## src/hw/fea_pkg.sv

```systemverilog
// Shared constants, types and state layout of the flash algorithm controller
package fea_pkg;

	// ------------------------------------------------------------
	// Array geometry (in 16-bit words)
	// ------------------------------------------------------------
	localparam int MAIN_WORDS   = 64;
	localparam int SECT_WORDS   = 32;
	localparam int LINE_WORDS   = 16;
	localparam int HP_BYTES     = 16;
	localparam int HP_WORDS     = HP_BYTES / 2;
	localparam int OVL_WORDS    = 16;
	localparam int HP_COUNT     = MAIN_WORDS / HP_WORDS;
	localparam int HP_PER_LINE  = LINE_WORDS / HP_WORDS;
	localparam int MAW          = $clog2(MAIN_WORDS);
	localparam int SB           = $clog2(SECT_WORDS);
	localparam int LB           = $clog2(LINE_WORDS);
	localparam int HPB          = $clog2(HP_WORDS);
	localparam int OVB          = $clog2(OVL_WORDS);
	localparam int HPW          = $clog2(HP_COUNT);

	// ------------------------------------------------------------
	// Register byte offsets
	// ------------------------------------------------------------
	localparam logic [7:0] REG_CMD     = 8'h00;
	localparam logic [7:0] REG_ADDR    = 8'h04;
	localparam logic [7:0] REG_DATA    = 8'h08;
	localparam logic [7:0] REG_READ    = 8'h0c;
	localparam logic [7:0] REG_BUF     = 8'h10;
	localparam logic [7:0] REG_STATUS  = 8'h14;
	localparam logic [7:0] REG_CTRL    = 8'h18;
	localparam logic [7:0] REG_ECC_OFF = 8'h1c;

	// Status and control bit positions
	localparam int ST_BUSY_BIT   = 0;
	localparam int ST_PERR_BIT   = 1;
	localparam int ST_EERR_BIT   = 2;
	localparam int ST_CERR_BIT   = 3;
	localparam int ST_PSUS_BIT   = 4;
	localparam int ST_ESUS_BIT   = 5;
	localparam int ST_SPACE_LSB  = 6;
	localparam int ST_SLEEP_BIT  = 8;
	localparam int CTRL_ECC2_BIT = 0;

	// Reset values
	localparam logic [15:0] ERASED_WORD = 16'hffff;
	localparam logic [15:0] ADDR_RST    = 16'h0000;
	localparam logic [15:0] DATA_RST    = 16'hffff;

	// ------------------------------------------------------------
	// Command codes written to REG_CMD
	// ------------------------------------------------------------
	localparam logic [7:0] CMD_WORD_PROG  = 8'h10;
	localparam logic [7:0] CMD_BUF_PROG   = 8'h11;
	localparam logic [7:0] CMD_ERASE      = 8'h12;
	localparam logic [7:0] CMD_PROG_SUSP  = 8'h13;
	localparam logic [7:0] CMD_ERASE_SUSP = 8'h14;
	localparam logic [7:0] CMD_RESUME     = 8'h15;
	localparam logic [7:0] CMD_ENTER_CFI  = 8'h16;
	localparam logic [7:0] CMD_ENTER_SEC  = 8'h17;
	localparam logic [7:0] CMD_EXIT_OVL   = 8'h18;
	localparam logic [7:0] CMD_SLEEP      = 8'h19;
	localparam logic [7:0] CMD_WAKE       = 8'h1a;
	localparam logic [7:0] CMD_CLR_STATUS = 8'h1b;

	// ------------------------------------------------------------
	// Timing
	// ------------------------------------------------------------
	localparam int CLK_PERIOD_NS        = 100;
	localparam int RESET_RECOVERY_NS    = 1000;
	localparam int RECOVERY_CYC         = (RESET_RECOVERY_NS + CLK_PERIOD_NS - 1) / CLK_PERIOD_NS;

	// ------------------------------------------------------------
	// Types
	// ------------------------------------------------------------
	typedef enum logic [1:0] {SP_MAIN, SP_CFI, SP_SEC} fea_space_t;

	typedef enum {ST_RECOVER, ST_IDLE, ST_PROG, ST_PROG_SUSP, ST_ERASE, ST_ERASE_SUSP, ST_SLEEP} fea_state_t;

	typedef struct packed {
		fea_state_t        st;
		fea_space_t        space;
		fea_space_t        op_space;
		logic              ret_esusp;
		logic              p_word;
		logic [15:0]       p_addr;
		logic [15:0]       p_data;
		logic [HPW-1:0]    hp;
		logic [HPW-1:0]    hp_last;
		logic [31:0]       p_cnt;
		fea_space_t        e_space;
		logic [MAW-SB-1:0] e_sect;
		logic [31:0]       e_cnt;
		logic [15:0]       addr;
		logic [15:0]       data;
		logic              ecc2_en;
		logic              prog_err;
		logic              erase_err;
		logic              cmd_err;
		logic [31:0]       prdata;
		logic              pready;
		logic              pslverr;
		logic              busy;
	} fea_regs_t;

endpackage : fea_pkg

```

## src/hw/fea_ctrl.sv

```systemverilog
// Embedded algorithm controller with APB register access and a small flash array
//
// Design decisions made here: the APB interface to the registers and the address map.
`timescale 1ns/1ps

// How it works
// [RULE_01] Identification table words: byte low, upper zero
// [RULE_02] Sleep only from idle in main space
// [RULE_03] Idle standby when nothing runs
// [RULE_04] Overlay entered by command, left by exit
// [RULE_05] Routines act on the entered address space
// [RULE_06] Erase sets ones; program clears only
// [RULE_07] Reprogramming yields AND of old, new
// [RULE_08] Erase suspend: other sectors only, no erase
// [RULE_09] Program suspend: reads outside line, no starts
// [RULE_10] Resume continues the suspended routine
// [RULE_11] Host spaces resume and next suspend apart
// [RULE_12] Finished routine returns to origin state, space
// [RULE_13] Program running: only suspend and status accepted
// [RULE_14] Erase running: only suspend and status accepted
// [RULE_15] Reset aborts routine, recovers to read mode
// [RULE_16] Programming works on aligned 16-byte half-pages
// [RULE_17] Word program clears bits zero in data
// [RULE_18] Buffer program clears line bits; partial allowed
// [RULE_19] Word and buffer half-pages mix in lines
// [RULE_20] Repeated half-page program disables its correction
// [RULE_21] Double-error option rejects repeat as error
// [RULE_22] Busy shown from routine start to end
module fea_ctrl
	import fea_pkg::*;
#(
	parameter int PROG_HP_CYCLES = 16,
	parameter int ERASE_CYCLES   = 64,
	parameter logic [7:0] ID_BYTE0 = 8'h5a // arbitrary identification byte
) (
	// APB clock and reset
	input  wire logic        pclk,
	input  wire logic        presetn,
	// APB slave
	input  wire logic        psel,
	input  wire logic        penable,
	input  wire logic        pwrite,
	input  wire logic [7:0]  paddr,
	input  wire logic [31:0] pwdata,
	output logic      [31:0] prdata,
	output logic             pready,
	output logic             pslverr,
	// Routine activity
	output logic             busy
);

	// ------------------------------------------------------------
	// Storage
	// ------------------------------------------------------------
	fea_regs_t         r_q;
	fea_regs_t         r_d;
	logic [15:0]       mem_q [MAIN_WORDS];
	logic [15:0]       ovl_q [OVL_WORDS];
	logic [15:0]       buf_q [LINE_WORDS];
	logic [HP_COUNT-1:0] hp_wr_q;
	logic [HP_COUNT-1:0] ecc_off_q;

	// Combinational strobes toward the arrays
	logic              setup;
	logic              wfire;
	logic              cmd_fire;
	logic [7:0]        code;
	logic              mem_prog;
	logic              mem_erase;
	logic              buf_we;
	logic              buf_fill;
	logic [15:0]       pat [HP_WORDS];
	logic              pat_touch;
	logic              conflict;
	logic              want_prog;
	logic              want_erase;
	logic              rd_blk;
	logic [15:0]       rd_word;
	logic [31:0]       rd_val;
	logic              mapped;
	logic [HPW-1:0]    start_hp;
	logic [HPW-1:0]    hp_idx;
	logic [LB-1:0]     bidx;

	// Identification table byte for a word index
	function automatic logic [7:0] id_byte(input logic [OVB-1:0] idx);
		case (idx)
			4'h0:    id_byte = ID_BYTE0;
			4'h1:    id_byte = 8'h51;
			4'h2:    id_byte = 8'h52;
			4'h3:    id_byte = 8'h59;
			4'h4:    id_byte = 8'(MAW);
			4'h5:    id_byte = 8'(HP_BYTES);
			default: id_byte = 8'h00;
		endcase
	endfunction : id_byte

	// ------------------------------------------------------------
	// Next-state logic
	// ------------------------------------------------------------
	always_comb begin
		r_d        = r_q;
		mem_prog   = 1'b0;
		mem_erase  = 1'b0;
		buf_we     = 1'b0;
		buf_fill   = 1'b0;
		want_prog  = 1'b0;
		want_erase = 1'b0;
		conflict   = 1'b0;
		pat_touch  = 1'b0;
		hp_idx     = '0;
		bidx       = '0;
		setup      = psel & ~penable & ~r_q.pready;
		wfire      = psel & penable & pwrite & r_q.pready;
		cmd_fire   = wfire && (paddr == REG_CMD);
		code       = pwdata[7:0];

		// Half-page write pattern; word mode keeps all other words erased
		for (int i = 0; i < HP_WORDS; i++) begin
			bidx = {r_q.hp[LB-HPB-1:0], HPB'(i)};
			if (r_q.p_word)
				pat[i] = (HPB'(i) == r_q.p_addr[HPB-1:0]) ? r_q.p_data : ERASED_WORD; // RULE_17
			else
				pat[i] = buf_q[bidx]; // RULE_18
			if (pat[i] != ERASED_WORD)
				pat_touch = 1'b1;
		end

		// Repeated-program check over the half-pages that the request would touch
		if (code == CMD_WORD_PROG) begin
			start_hp = r_q.addr[MAW-1:HPB];
			conflict = hp_wr_q[start_hp] && (r_q.data != ERASED_WORD);
		end else begin
			start_hp = {r_q.addr[MAW-1:LB], (LB-HPB)'(0)};
			for (int j = 0; j < HP_PER_LINE; j++) begin
				hp_idx = {r_q.addr[MAW-1:LB], (LB-HPB)'(j)};
				for (int k = 0; k < HP_WORDS; k++) begin
					bidx = {(LB-HPB)'(j), HPB'(k)};
					if (hp_wr_q[hp_idx] && buf_q[bidx] != ERASED_WORD)
						conflict = 1'b1;
				end
			end
		end

		// Array view of the entered space; blocked where suspended work lives
		rd_blk = (r_q.st == ST_PROG) || (r_q.st == ST_ERASE) || (r_q.st == ST_RECOVER);
		if (r_q.st == ST_PROG_SUSP && r_q.space == r_q.op_space &&
		    r_q.addr[MAW-1:LB] == r_q.p_addr[MAW-1:LB])
			rd_blk = 1'b1; // RULE_09
		if (r_q.st == ST_ERASE_SUSP && r_q.space == r_q.e_space &&
		    (r_q.space == SP_SEC || r_q.addr[MAW-1:SB] == r_q.e_sect))
			rd_blk = 1'b1; // RULE_08
		case (r_q.space)
			SP_CFI:  rd_word = {8'h00, id_byte(r_q.addr[OVB-1:0])}; // RULE_01
			SP_SEC:  rd_word = ovl_q[r_q.addr[OVB-1:0]];
			default: rd_word = mem_q[r_q.addr[MAW-1:0]];
		endcase
		if (rd_blk)
			rd_word = 16'h0000;

		// Register read mux
		mapped = 1'b1;
		rd_val = 32'h0000_0000;
		case (paddr)
			REG_CMD:     rd_val = 32'h0000_0000;
			REG_ADDR:    rd_val = {16'h0000, r_q.addr};
			REG_DATA:    rd_val = {16'h0000, r_q.data};
			REG_READ:    rd_val = {16'h0000, rd_word};
			REG_BUF:     rd_val = {16'h0000, buf_q[r_q.addr[LB-1:0]]};
			REG_STATUS: begin
				rd_val[ST_BUSY_BIT]  = r_q.busy; // RULE_22
				rd_val[ST_PERR_BIT]  = r_q.prog_err;
				rd_val[ST_EERR_BIT]  = r_q.erase_err;
				rd_val[ST_CERR_BIT]  = r_q.cmd_err;
				rd_val[ST_PSUS_BIT]  = (r_q.st == ST_PROG_SUSP);
				rd_val[ST_ESUS_BIT]  = (r_q.st == ST_ERASE_SUSP) || r_q.ret_esusp;
				rd_val[ST_SPACE_LSB +: 2] = r_q.space;
				rd_val[ST_SLEEP_BIT] = (r_q.st == ST_SLEEP);
			end
			REG_CTRL:    rd_val[CTRL_ECC2_BIT] = r_q.ecc2_en;
			REG_ECC_OFF: rd_val = 32'(ecc_off_q);
			default:     mapped = 1'b0;
		endcase

		// APB answer stands one cycle; error and data drop with ready
		r_d.pready  = setup;
		r_d.prdata  = 32'h0000_0000;
		r_d.pslverr = 1'b0;
		if (setup) begin
			r_d.prdata  = pwrite ? 32'h0000_0000 : rd_val;
			r_d.pslverr = ~mapped;
		end

		// Plain register writes
		if (wfire && paddr == REG_ADDR)
			r_d.addr = pwdata[15:0];
		if (wfire && paddr == REG_DATA)
			r_d.data = pwdata[15:0];
		if (wfire && paddr == REG_CTRL)
			r_d.ecc2_en = pwdata[CTRL_ECC2_BIT];
		// Buffer is frozen while a buffer routine may still read it
		if (wfire && paddr == REG_BUF && (r_q.st == ST_IDLE || r_q.st == ST_ERASE_SUSP))
			buf_we = 1'b1;

		// Status clear first so that a same-cycle error still lands
		if (cmd_fire && code == CMD_CLR_STATUS &&
		    (r_q.st == ST_IDLE || r_q.st == ST_ERASE_SUSP || r_q.st == ST_PROG_SUSP)) begin
			r_d.prog_err  = 1'b0;
			r_d.erase_err = 1'b0;
			r_d.cmd_err   = 1'b0;
		end

		// Routine progress
		case (r_q.st)
			ST_RECOVER: begin
				if (r_q.p_cnt == 32'd0)
					r_d.st = ST_IDLE; // RULE_15
				else
					r_d.p_cnt = r_q.p_cnt - 32'd1;
			end
			ST_PROG: begin
				if (r_q.p_cnt != 32'd0) begin
					r_d.p_cnt = r_q.p_cnt - 32'd1;
				end else begin
					mem_prog = 1'b1; // RULE_16
					if (r_q.hp == r_q.hp_last) begin
						r_d.st        = r_q.ret_esusp ? ST_ERASE_SUSP : ST_IDLE; // RULE_12
						r_d.ret_esusp = 1'b0;
						r_d.space     = r_q.op_space; // RULE_12
						buf_fill      = ~r_q.p_word;
					end else begin
						r_d.hp    = r_q.hp + HPW'(1);
						r_d.p_cnt = 32'(PROG_HP_CYCLES);
					end
				end
			end
			ST_ERASE: begin
				if (r_q.e_cnt != 32'd0) begin
					r_d.e_cnt = r_q.e_cnt - 32'd1;
				end else begin
					mem_erase = 1'b1;
					r_d.st    = ST_IDLE; // RULE_03
					r_d.space = r_q.e_space; // RULE_12
				end
			end
			default: ;
		endcase

		// Command decode against the state after progress
		if (cmd_fire) begin
			case (r_d.st)
				ST_IDLE: begin
					case (code)
						CMD_WORD_PROG, CMD_BUF_PROG: want_prog = 1'b1;
						CMD_ERASE:     want_erase = 1'b1;
						CMD_ENTER_CFI: r_d.space = SP_CFI; // RULE_04
						CMD_ENTER_SEC: r_d.space = SP_SEC; // RULE_04
						CMD_EXIT_OVL:  r_d.space = SP_MAIN; // RULE_04
						CMD_SLEEP: begin
							if (r_q.space == SP_MAIN)
								r_d.st = ST_SLEEP; // RULE_02
							else
								r_d.cmd_err = 1'b1; // RULE_02
						end
						default: ;
					endcase
				end
				ST_ERASE_SUSP: begin
					case (code)
						CMD_WORD_PROG, CMD_BUF_PROG: want_prog = 1'b1;
						CMD_ERASE:  r_d.erase_err = 1'b1; // RULE_08
						CMD_RESUME: r_d.st = ST_ERASE; // RULE_10
						CMD_SLEEP:  r_d.cmd_err = 1'b1; // RULE_02
						default: ;
					endcase
				end
				ST_PROG: begin
					if (code == CMD_PROG_SUSP)
						r_d.st = ST_PROG_SUSP; // RULE_13
				end
				ST_ERASE: begin
					if (code == CMD_ERASE_SUSP)
						r_d.st = ST_ERASE_SUSP; // RULE_14
				end
				ST_PROG_SUSP: begin
					if (code == CMD_RESUME)
						r_d.st = ST_PROG; // RULE_10
					else if (code == CMD_SLEEP)
						r_d.cmd_err = 1'b1; // RULE_09
				end
				ST_SLEEP: begin
					if (code == CMD_WAKE)
						r_d.st = ST_IDLE;
				end
				default: ;
			endcase
		end

		// Program start, checked against the entered space
		if (want_prog) begin
			if (r_q.space == SP_CFI) begin
				r_d.prog_err = 1'b1;
			end else if (r_d.st == ST_ERASE_SUSP && r_q.space == r_q.e_space &&
			             (r_q.space == SP_SEC || r_q.addr[MAW-1:SB] == r_q.e_sect)) begin
				r_d.prog_err = 1'b1; // RULE_08
			end else if (r_q.space == SP_MAIN && r_q.ecc2_en && conflict) begin
				r_d.prog_err = 1'b1; // RULE_21
			end else begin
				r_d.ret_esusp = (r_d.st == ST_ERASE_SUSP); // RULE_12
				r_d.op_space  = r_q.space; // RULE_05
				r_d.p_word    = (code == CMD_WORD_PROG);
				r_d.p_addr    = r_q.addr;
				r_d.p_data    = r_q.data;
				r_d.hp        = start_hp;
				r_d.hp_last   = (code == CMD_WORD_PROG) ? start_hp : start_hp + HPW'(HP_PER_LINE - 1);
				r_d.p_cnt     = 32'(PROG_HP_CYCLES);
				r_d.st        = ST_PROG;
			end
		end

		// Erase start
		if (want_erase) begin
			if (r_q.space == SP_CFI) begin
				r_d.erase_err = 1'b1;
			end else begin
				r_d.e_space = r_q.space; // RULE_05
				r_d.e_sect  = r_q.addr[MAW-1:SB];
				r_d.e_cnt   = 32'(ERASE_CYCLES);
				r_d.st      = ST_ERASE;
			end
		end

		r_d.busy = (r_d.st == ST_PROG) || (r_d.st == ST_ERASE) || (r_d.st == ST_RECOVER); // RULE_22
	end

	// ------------------------------------------------------------
	// Control registers; reset aborts any routine
	// ------------------------------------------------------------
	always_ff @(posedge pclk or negedge presetn) begin
		if (!presetn) begin
			r_q           <= '0;
			r_q.st        <= ST_RECOVER; // RULE_15
			r_q.space     <= SP_MAIN; // RULE_04
			r_q.op_space  <= SP_MAIN;
			r_q.e_space   <= SP_MAIN;
			r_q.p_cnt     <= 32'(RECOVERY_CYC);
			r_q.addr      <= ADDR_RST;
			r_q.data      <= DATA_RST;
			r_q.busy      <= 1'b1;
		end else begin
			r_q <= r_d;
		end
	end

	// ------------------------------------------------------------
	// Arrays; reset here stands for a fresh, erased part
	// ------------------------------------------------------------
	always_ff @(posedge pclk or negedge presetn) begin
		if (!presetn) begin
			for (int i = 0; i < MAIN_WORDS; i++)
				mem_q[i] <= ERASED_WORD;
			for (int i = 0; i < OVL_WORDS; i++)
				ovl_q[i] <= ERASED_WORD;
			for (int i = 0; i < LINE_WORDS; i++)
				buf_q[i] <= ERASED_WORD;
			hp_wr_q   <= '0;
			ecc_off_q <= '0;
		end else begin
			// Erase returns the whole target to ones
			if (mem_erase) begin
				if (r_q.e_space == SP_SEC) begin
					for (int i = 0; i < OVL_WORDS; i++)
						ovl_q[i] <= ERASED_WORD; // RULE_06
				end else begin
					for (int i = 0; i < MAIN_WORDS; i++) begin
						if (MAW'(i) >> SB == MAW'(r_q.e_sect)) begin
							mem_q[i]           <= ERASED_WORD; // RULE_06
							hp_wr_q[i / HP_WORDS]   <= 1'b0;
							ecc_off_q[i / HP_WORDS] <= 1'b0;
						end
					end
				end
			end
			// One aligned half-page per step; AND keeps zeros sticky
			if (mem_prog) begin
				for (int i = 0; i < HP_WORDS; i++) begin
					if (r_q.op_space == SP_SEC)
						ovl_q[{r_q.hp[OVB-HPB-1:0], HPB'(i)}] <=
							ovl_q[{r_q.hp[OVB-HPB-1:0], HPB'(i)}] & pat[i]; // RULE_07
					else
						mem_q[{r_q.hp, HPB'(i)}] <= mem_q[{r_q.hp, HPB'(i)}] & pat[i]; // RULE_07
				end
				// Mixed methods share one written mark per half-page
				if (r_q.op_space == SP_MAIN && pat_touch) begin
					hp_wr_q[r_q.hp] <= 1'b1; // RULE_19
					if (hp_wr_q[r_q.hp])
						ecc_off_q[r_q.hp] <= 1'b1; // RULE_20
				end
			end
			// Unloaded buffer words stay ones so they leave data alone
			if (buf_fill) begin
				for (int i = 0; i < LINE_WORDS; i++)
					buf_q[i] <= ERASED_WORD; // RULE_18
			end else if (buf_we) begin
				buf_q[r_q.addr[LB-1:0]] <= pwdata[15:0];
			end
		end
	end

	// ------------------------------------------------------------
	// Outputs straight from flops
	// ------------------------------------------------------------
	assign prdata  = r_q.prdata;
	assign pready  = r_q.pready;
	assign pslverr = r_q.pslverr;
	assign busy    = r_q.busy;

endmodule : fea_ctrl

```

## config.mk

```make
export PLATFORM = sky130hd
export DESIGN_NAME = fea_ctrl
export DESIGN_NICKNAME = d
export VERILOG_FILES = /design/src/hw/fea_pkg.sv /design/src/hw/fea_ctrl.sv
export SDC_FILE = /design/constraint.sdc
export NUM_CORES = 2
export LEC_CHECK = 0
export ABC_CLOCK_PERIOD_IN_PS = 3500
export BUFFER_PORTS_ARGS = -buffer_cell sky130_fd_sc_hd__buf_4
export CAP_MARGIN = 10
export CORE_UTILIZATION = 30
export DETAILED_ROUTE_END_ITERATION = 16
export MAX_ROUTING_LAYER = met4
export PLACE_DENSITY_LB_ADDON = 0.12
export SLEW_MARGIN = 20
export SYNTH_ARGS = -nofsm -noshare
export SYNTH_HDL_FRONTEND = slang
export SYNTH_SLANG_ARGS = --single-unit
```

## constraint.sdc

```tcl
create_clock -name pclk -period 3.5 [get_ports pclk]
set_input_delay 0.175 -clock pclk [delete_from_list [all_inputs] [get_ports pclk]]
set_output_delay 0.175 -clock pclk [all_outputs]
set_load 0.02 [all_outputs]
```

==> flow_metrics.tcl <==
set metrics [dict create \
    hold_start "penable" \
    slew_violations 0 \
    cp_slowest_cell "or4_4" \
    grt_usage 0.278 \
    rsz0062_at_grt "yes" \
    crit_path_max_incr_delay_ps 580 \
    synth_ff_type "dfstp_2" \
    setup_violations 103 \
    cp-end-kind "flop" \
    total_leakage_power_nw 44.3 \
    grt_pass1_wl_um 611000 \
    root_buffer "clkbuf_16" \
    critPathMostFrequentCell "or4_4" \
    hp-class "primary input to flop" \
    fin_skew_ps 56.9 \
    violations "setup timing" \
    die_w_um 558 \
    outcome "complete, but fails checks" \
    clock-sinks 1739 \
    synth_edf_count 0 \
    io_buffer_count 47 \
    async_flop_share 1.00 \
    rows 203 \
    vias_per_cell 5.91 \
    cts_buffers 216 \
    wire_per_inst_um 31.9 \
    whs_path_depth 5 \
    drt_first_pass_iters 9 \
    worstPathArrival_ps 4540 \
    crit_buf_inv 4 \
    worstSetupPathType "flop to flop" \
    wl_um 435000 \
    hpwl_um 301000 \
    clock_latency_ps 920 \
    cpLargestDelayFamily "simple AND/OR/NAND/NOR gates" \
    power.density_nw_per_um2 386 \
    timing_hold_violations_final 0 \
    die-area_um2 312000 \
    yosys_warnings 0 \
    yosysMostFrequentCell "dfstp_2" \
    fin_crit_sh 1.07 \
    syn_to_final_growth_pct 24.5 \
    postRouteAntennaNets 0 \
    grt_antenna_before_repair 20 \
    ir_drop_uv 423 \
    startpoint_type "flop" \
    holdPathEnd "pready$_DFF_PN0_" \
    hold_slack_ps 170 \
    nets 9382 \
    grt_max_degree 160 \
    grt-ovfl-total 0 \
    crit_chain "or4_4 > buf_6 > or4_4 > nor4_4 > buf_4 > nor3_1 > nand4_1 > o311ai_2 > a21oi_2 > nand3b_4 > o31a_4 > buf_12 > clkbuf_16 > mux2_4" \
    gp_congestion 0.994 \
    cap_violations 0 \
    seq_area_frac_synth 0.490 \
    path_clk_slew_ps 60 \
    yosys.area.top_type "dfstp_2" \
    pin_count 80 \
    core-area_um2 307000 \
    drive_gt1_frac 0.424 \
    synth_seq_cells 1739 \
    start_util 0.303 \
    layout_min_cycle_time_ps 3760 \
    synthTopCellsByArea "dfstp_2 44%, mux4_2 13%, a21oi_1 6.9%, nor3_1 5.9%, dfrtp_1 5.0%" \
    utilization 0.377 \
    num_vias 80500 \
    setup_ws_ps -261 \
    slew_headroom 0.190 \
    worstMarginPinSlew_ps 1210 \
    synth_top_area_frac 0.440 \
    setup-tns-final_ps -10240 \
    r2r_slack_ps -260 \
    htree_levels 4 \
    fp.dieH_um 558 \
    cp_max_fo 5 \
    cts_tree "built" \
    drc 0 \
    ys_types 84 \
    syn_inst 8743 \
    netlist_area_um2 92900 \
    drtIter0Drc 8450 \
    required_ps 4280 \
    grt_pass1_vias 78500 \
    synth_common_cells "1,555 x dfstp_2, 1,286 x a21oi_1, 1,087 x nor3_1" \
    r2r_end "r_q[152]$_DFFE_PN0P_" \
    worst_r2r_startpoint "r_q[74]$_DFF_PN0_" \
    clockBufferDepth 4 \
    r2r_cells 14 \
    max_freq_ghz 0.266 \
    syn_area_per_cell_um2 10.6 \
]
-- layout by cell type (no fill, tap or decap), types with 22 or more instances in the layout --
cell / count
nor3_1: 1038
clkinv_2: 51
a221oi_1: 35
a22oi_1: 329
clkbuf_1: 42
inv_1: 128
nand2b_1: 24
nand2_1: 686
mux2i_1: 337
clkbuf_8: 55
o22ai_1: 47
nor3_2: 35
mux4_2: 517
a22o_1: 27
nand4_1: 158
xnor2_1: 44
nor4_1: 40
a21oi_1: 1269
buf_6: 33
xor2_1: 22
mux2_4: 30
o21ai_0: 205
nor2_1: 290
dfrtp_1: 172
mux2_2: 100
clkbuf_16: 244
buf_4: 994
nand3_1: 183
o41ai_1: 112
dfstp_2: 1555
dlygate4sd3_1: 29
buf_12: 188
-- cells by family after synthesis --
kind of cell             after synthesis  share of synthesized area
AO/OA/AOI/OAI                       2219                      0.142
other                                  1                  0.0000404
buffers and inverters               1074                     0.0469
adder cells (fa/ha/maj)                7                   0.000943
AND/OR/NAND/NOR                     2650                      0.136
XOR/XNOR                              66                    0.00622
flip-flops                          1739                      0.490
multiplexers                         987                      0.179
-- report_power, final --
part / internal (mW) / leakage [nW] / switching [mW]
sequential: 20.3 / 18.3 / 0.0605
clock: 13.4 / 3.57 / 9.65
combinational: 0.352 / 22.4 / 0.814
total: 34.1 / 44.3 / 10.5
-- registers in the layout, summed over array words and instances, names as in the netlist --
signal,flops
buf_q,256
busy,1
ecc_off_q,8
hp_wr_q,8
mem_q,1024
ovl_q,256
prdata,16
pready,1
pslverr,1
r_q,168
-- metal layers --
layer / vias up / global-route usage / routed length (µm)
met5: - / - / 0
met4: 0 / 0.0919 / 17200
met3: 702 / 0.0485 / 33000
met2: 3484 / 0.411 / 193000
met1: 42300 / 0.384 / 192000
li1: 34000 / - / -
-- worst max path at each step --
stage                     depth (start not counted)                 start                      to
after floorplan                                  14     r_q[71]$_DFF_PN0_    r_q[138]$_DFFE_PN0P_
after global placement                           13  r_q[160]$_DFFE_PN0P_  ecc_off_q[3]$_DFF_PN0_
after detailed placement                         13  r_q[160]$_DFFE_PN0P_  ecc_off_q[3]$_DFF_PN0_
after CTS                                        14     r_q[71]$_DFF_PN0_          busy$_DFF_PN1_
after global routing                             14     r_q[74]$_DFF_PN0_    r_q[144]$_DFFE_PN0P_
final                                            14     r_q[74]$_DFF_PN0_    r_q[152]$_DFFE_PN0P_
-- worst min-delay path: stages --
cell and delay (ps):
buf_4 80, nor2_1 30, nand2_1 50, dlygate4sd3_1 620, inv_1 50
-- repair_timing --
action,CTS,global route
endpoints found under the setup margin,430,776
pin swaps,5,36
cloned,2,31
buffers inserted,23,39
gates resized for setup,39,207
hold endpoints to repair,646,0
hold buffers,29,0
-- cell type report --
| class | instances | area [µm²] |
|---|---|---|
| Antenna cell | 15 | 37.5 |
| Clock buffer | 316 | 6390 |
| Clock inverter | 77 | 771 |
| Fill cell | 30100 | 191000 |
| Inverter | 135 | 513 |
| Multi-Input combinational cell | 5945 | 44200 |
| Sequential cell | 1739 | 45500 |
| Tap cell | 4100 | 5130 |
| Timing Repair Buffer | 1293 | 13100 |
-- per-stage QoR --
stage	instances	power [mW]	worst slack [ps]	instance area, µm²
after floorplan	8758	20.9	-17.7	93000
after detailed placement	13100	21.7	-651	106000
after global routing	13600	45.9	-348	116000
after CTS	13500	45.1	-231	114000
final	13600	44.6	-261	116000
after global placement	13100	21.7	-737	106000
(Power assumes the default switching activity.)
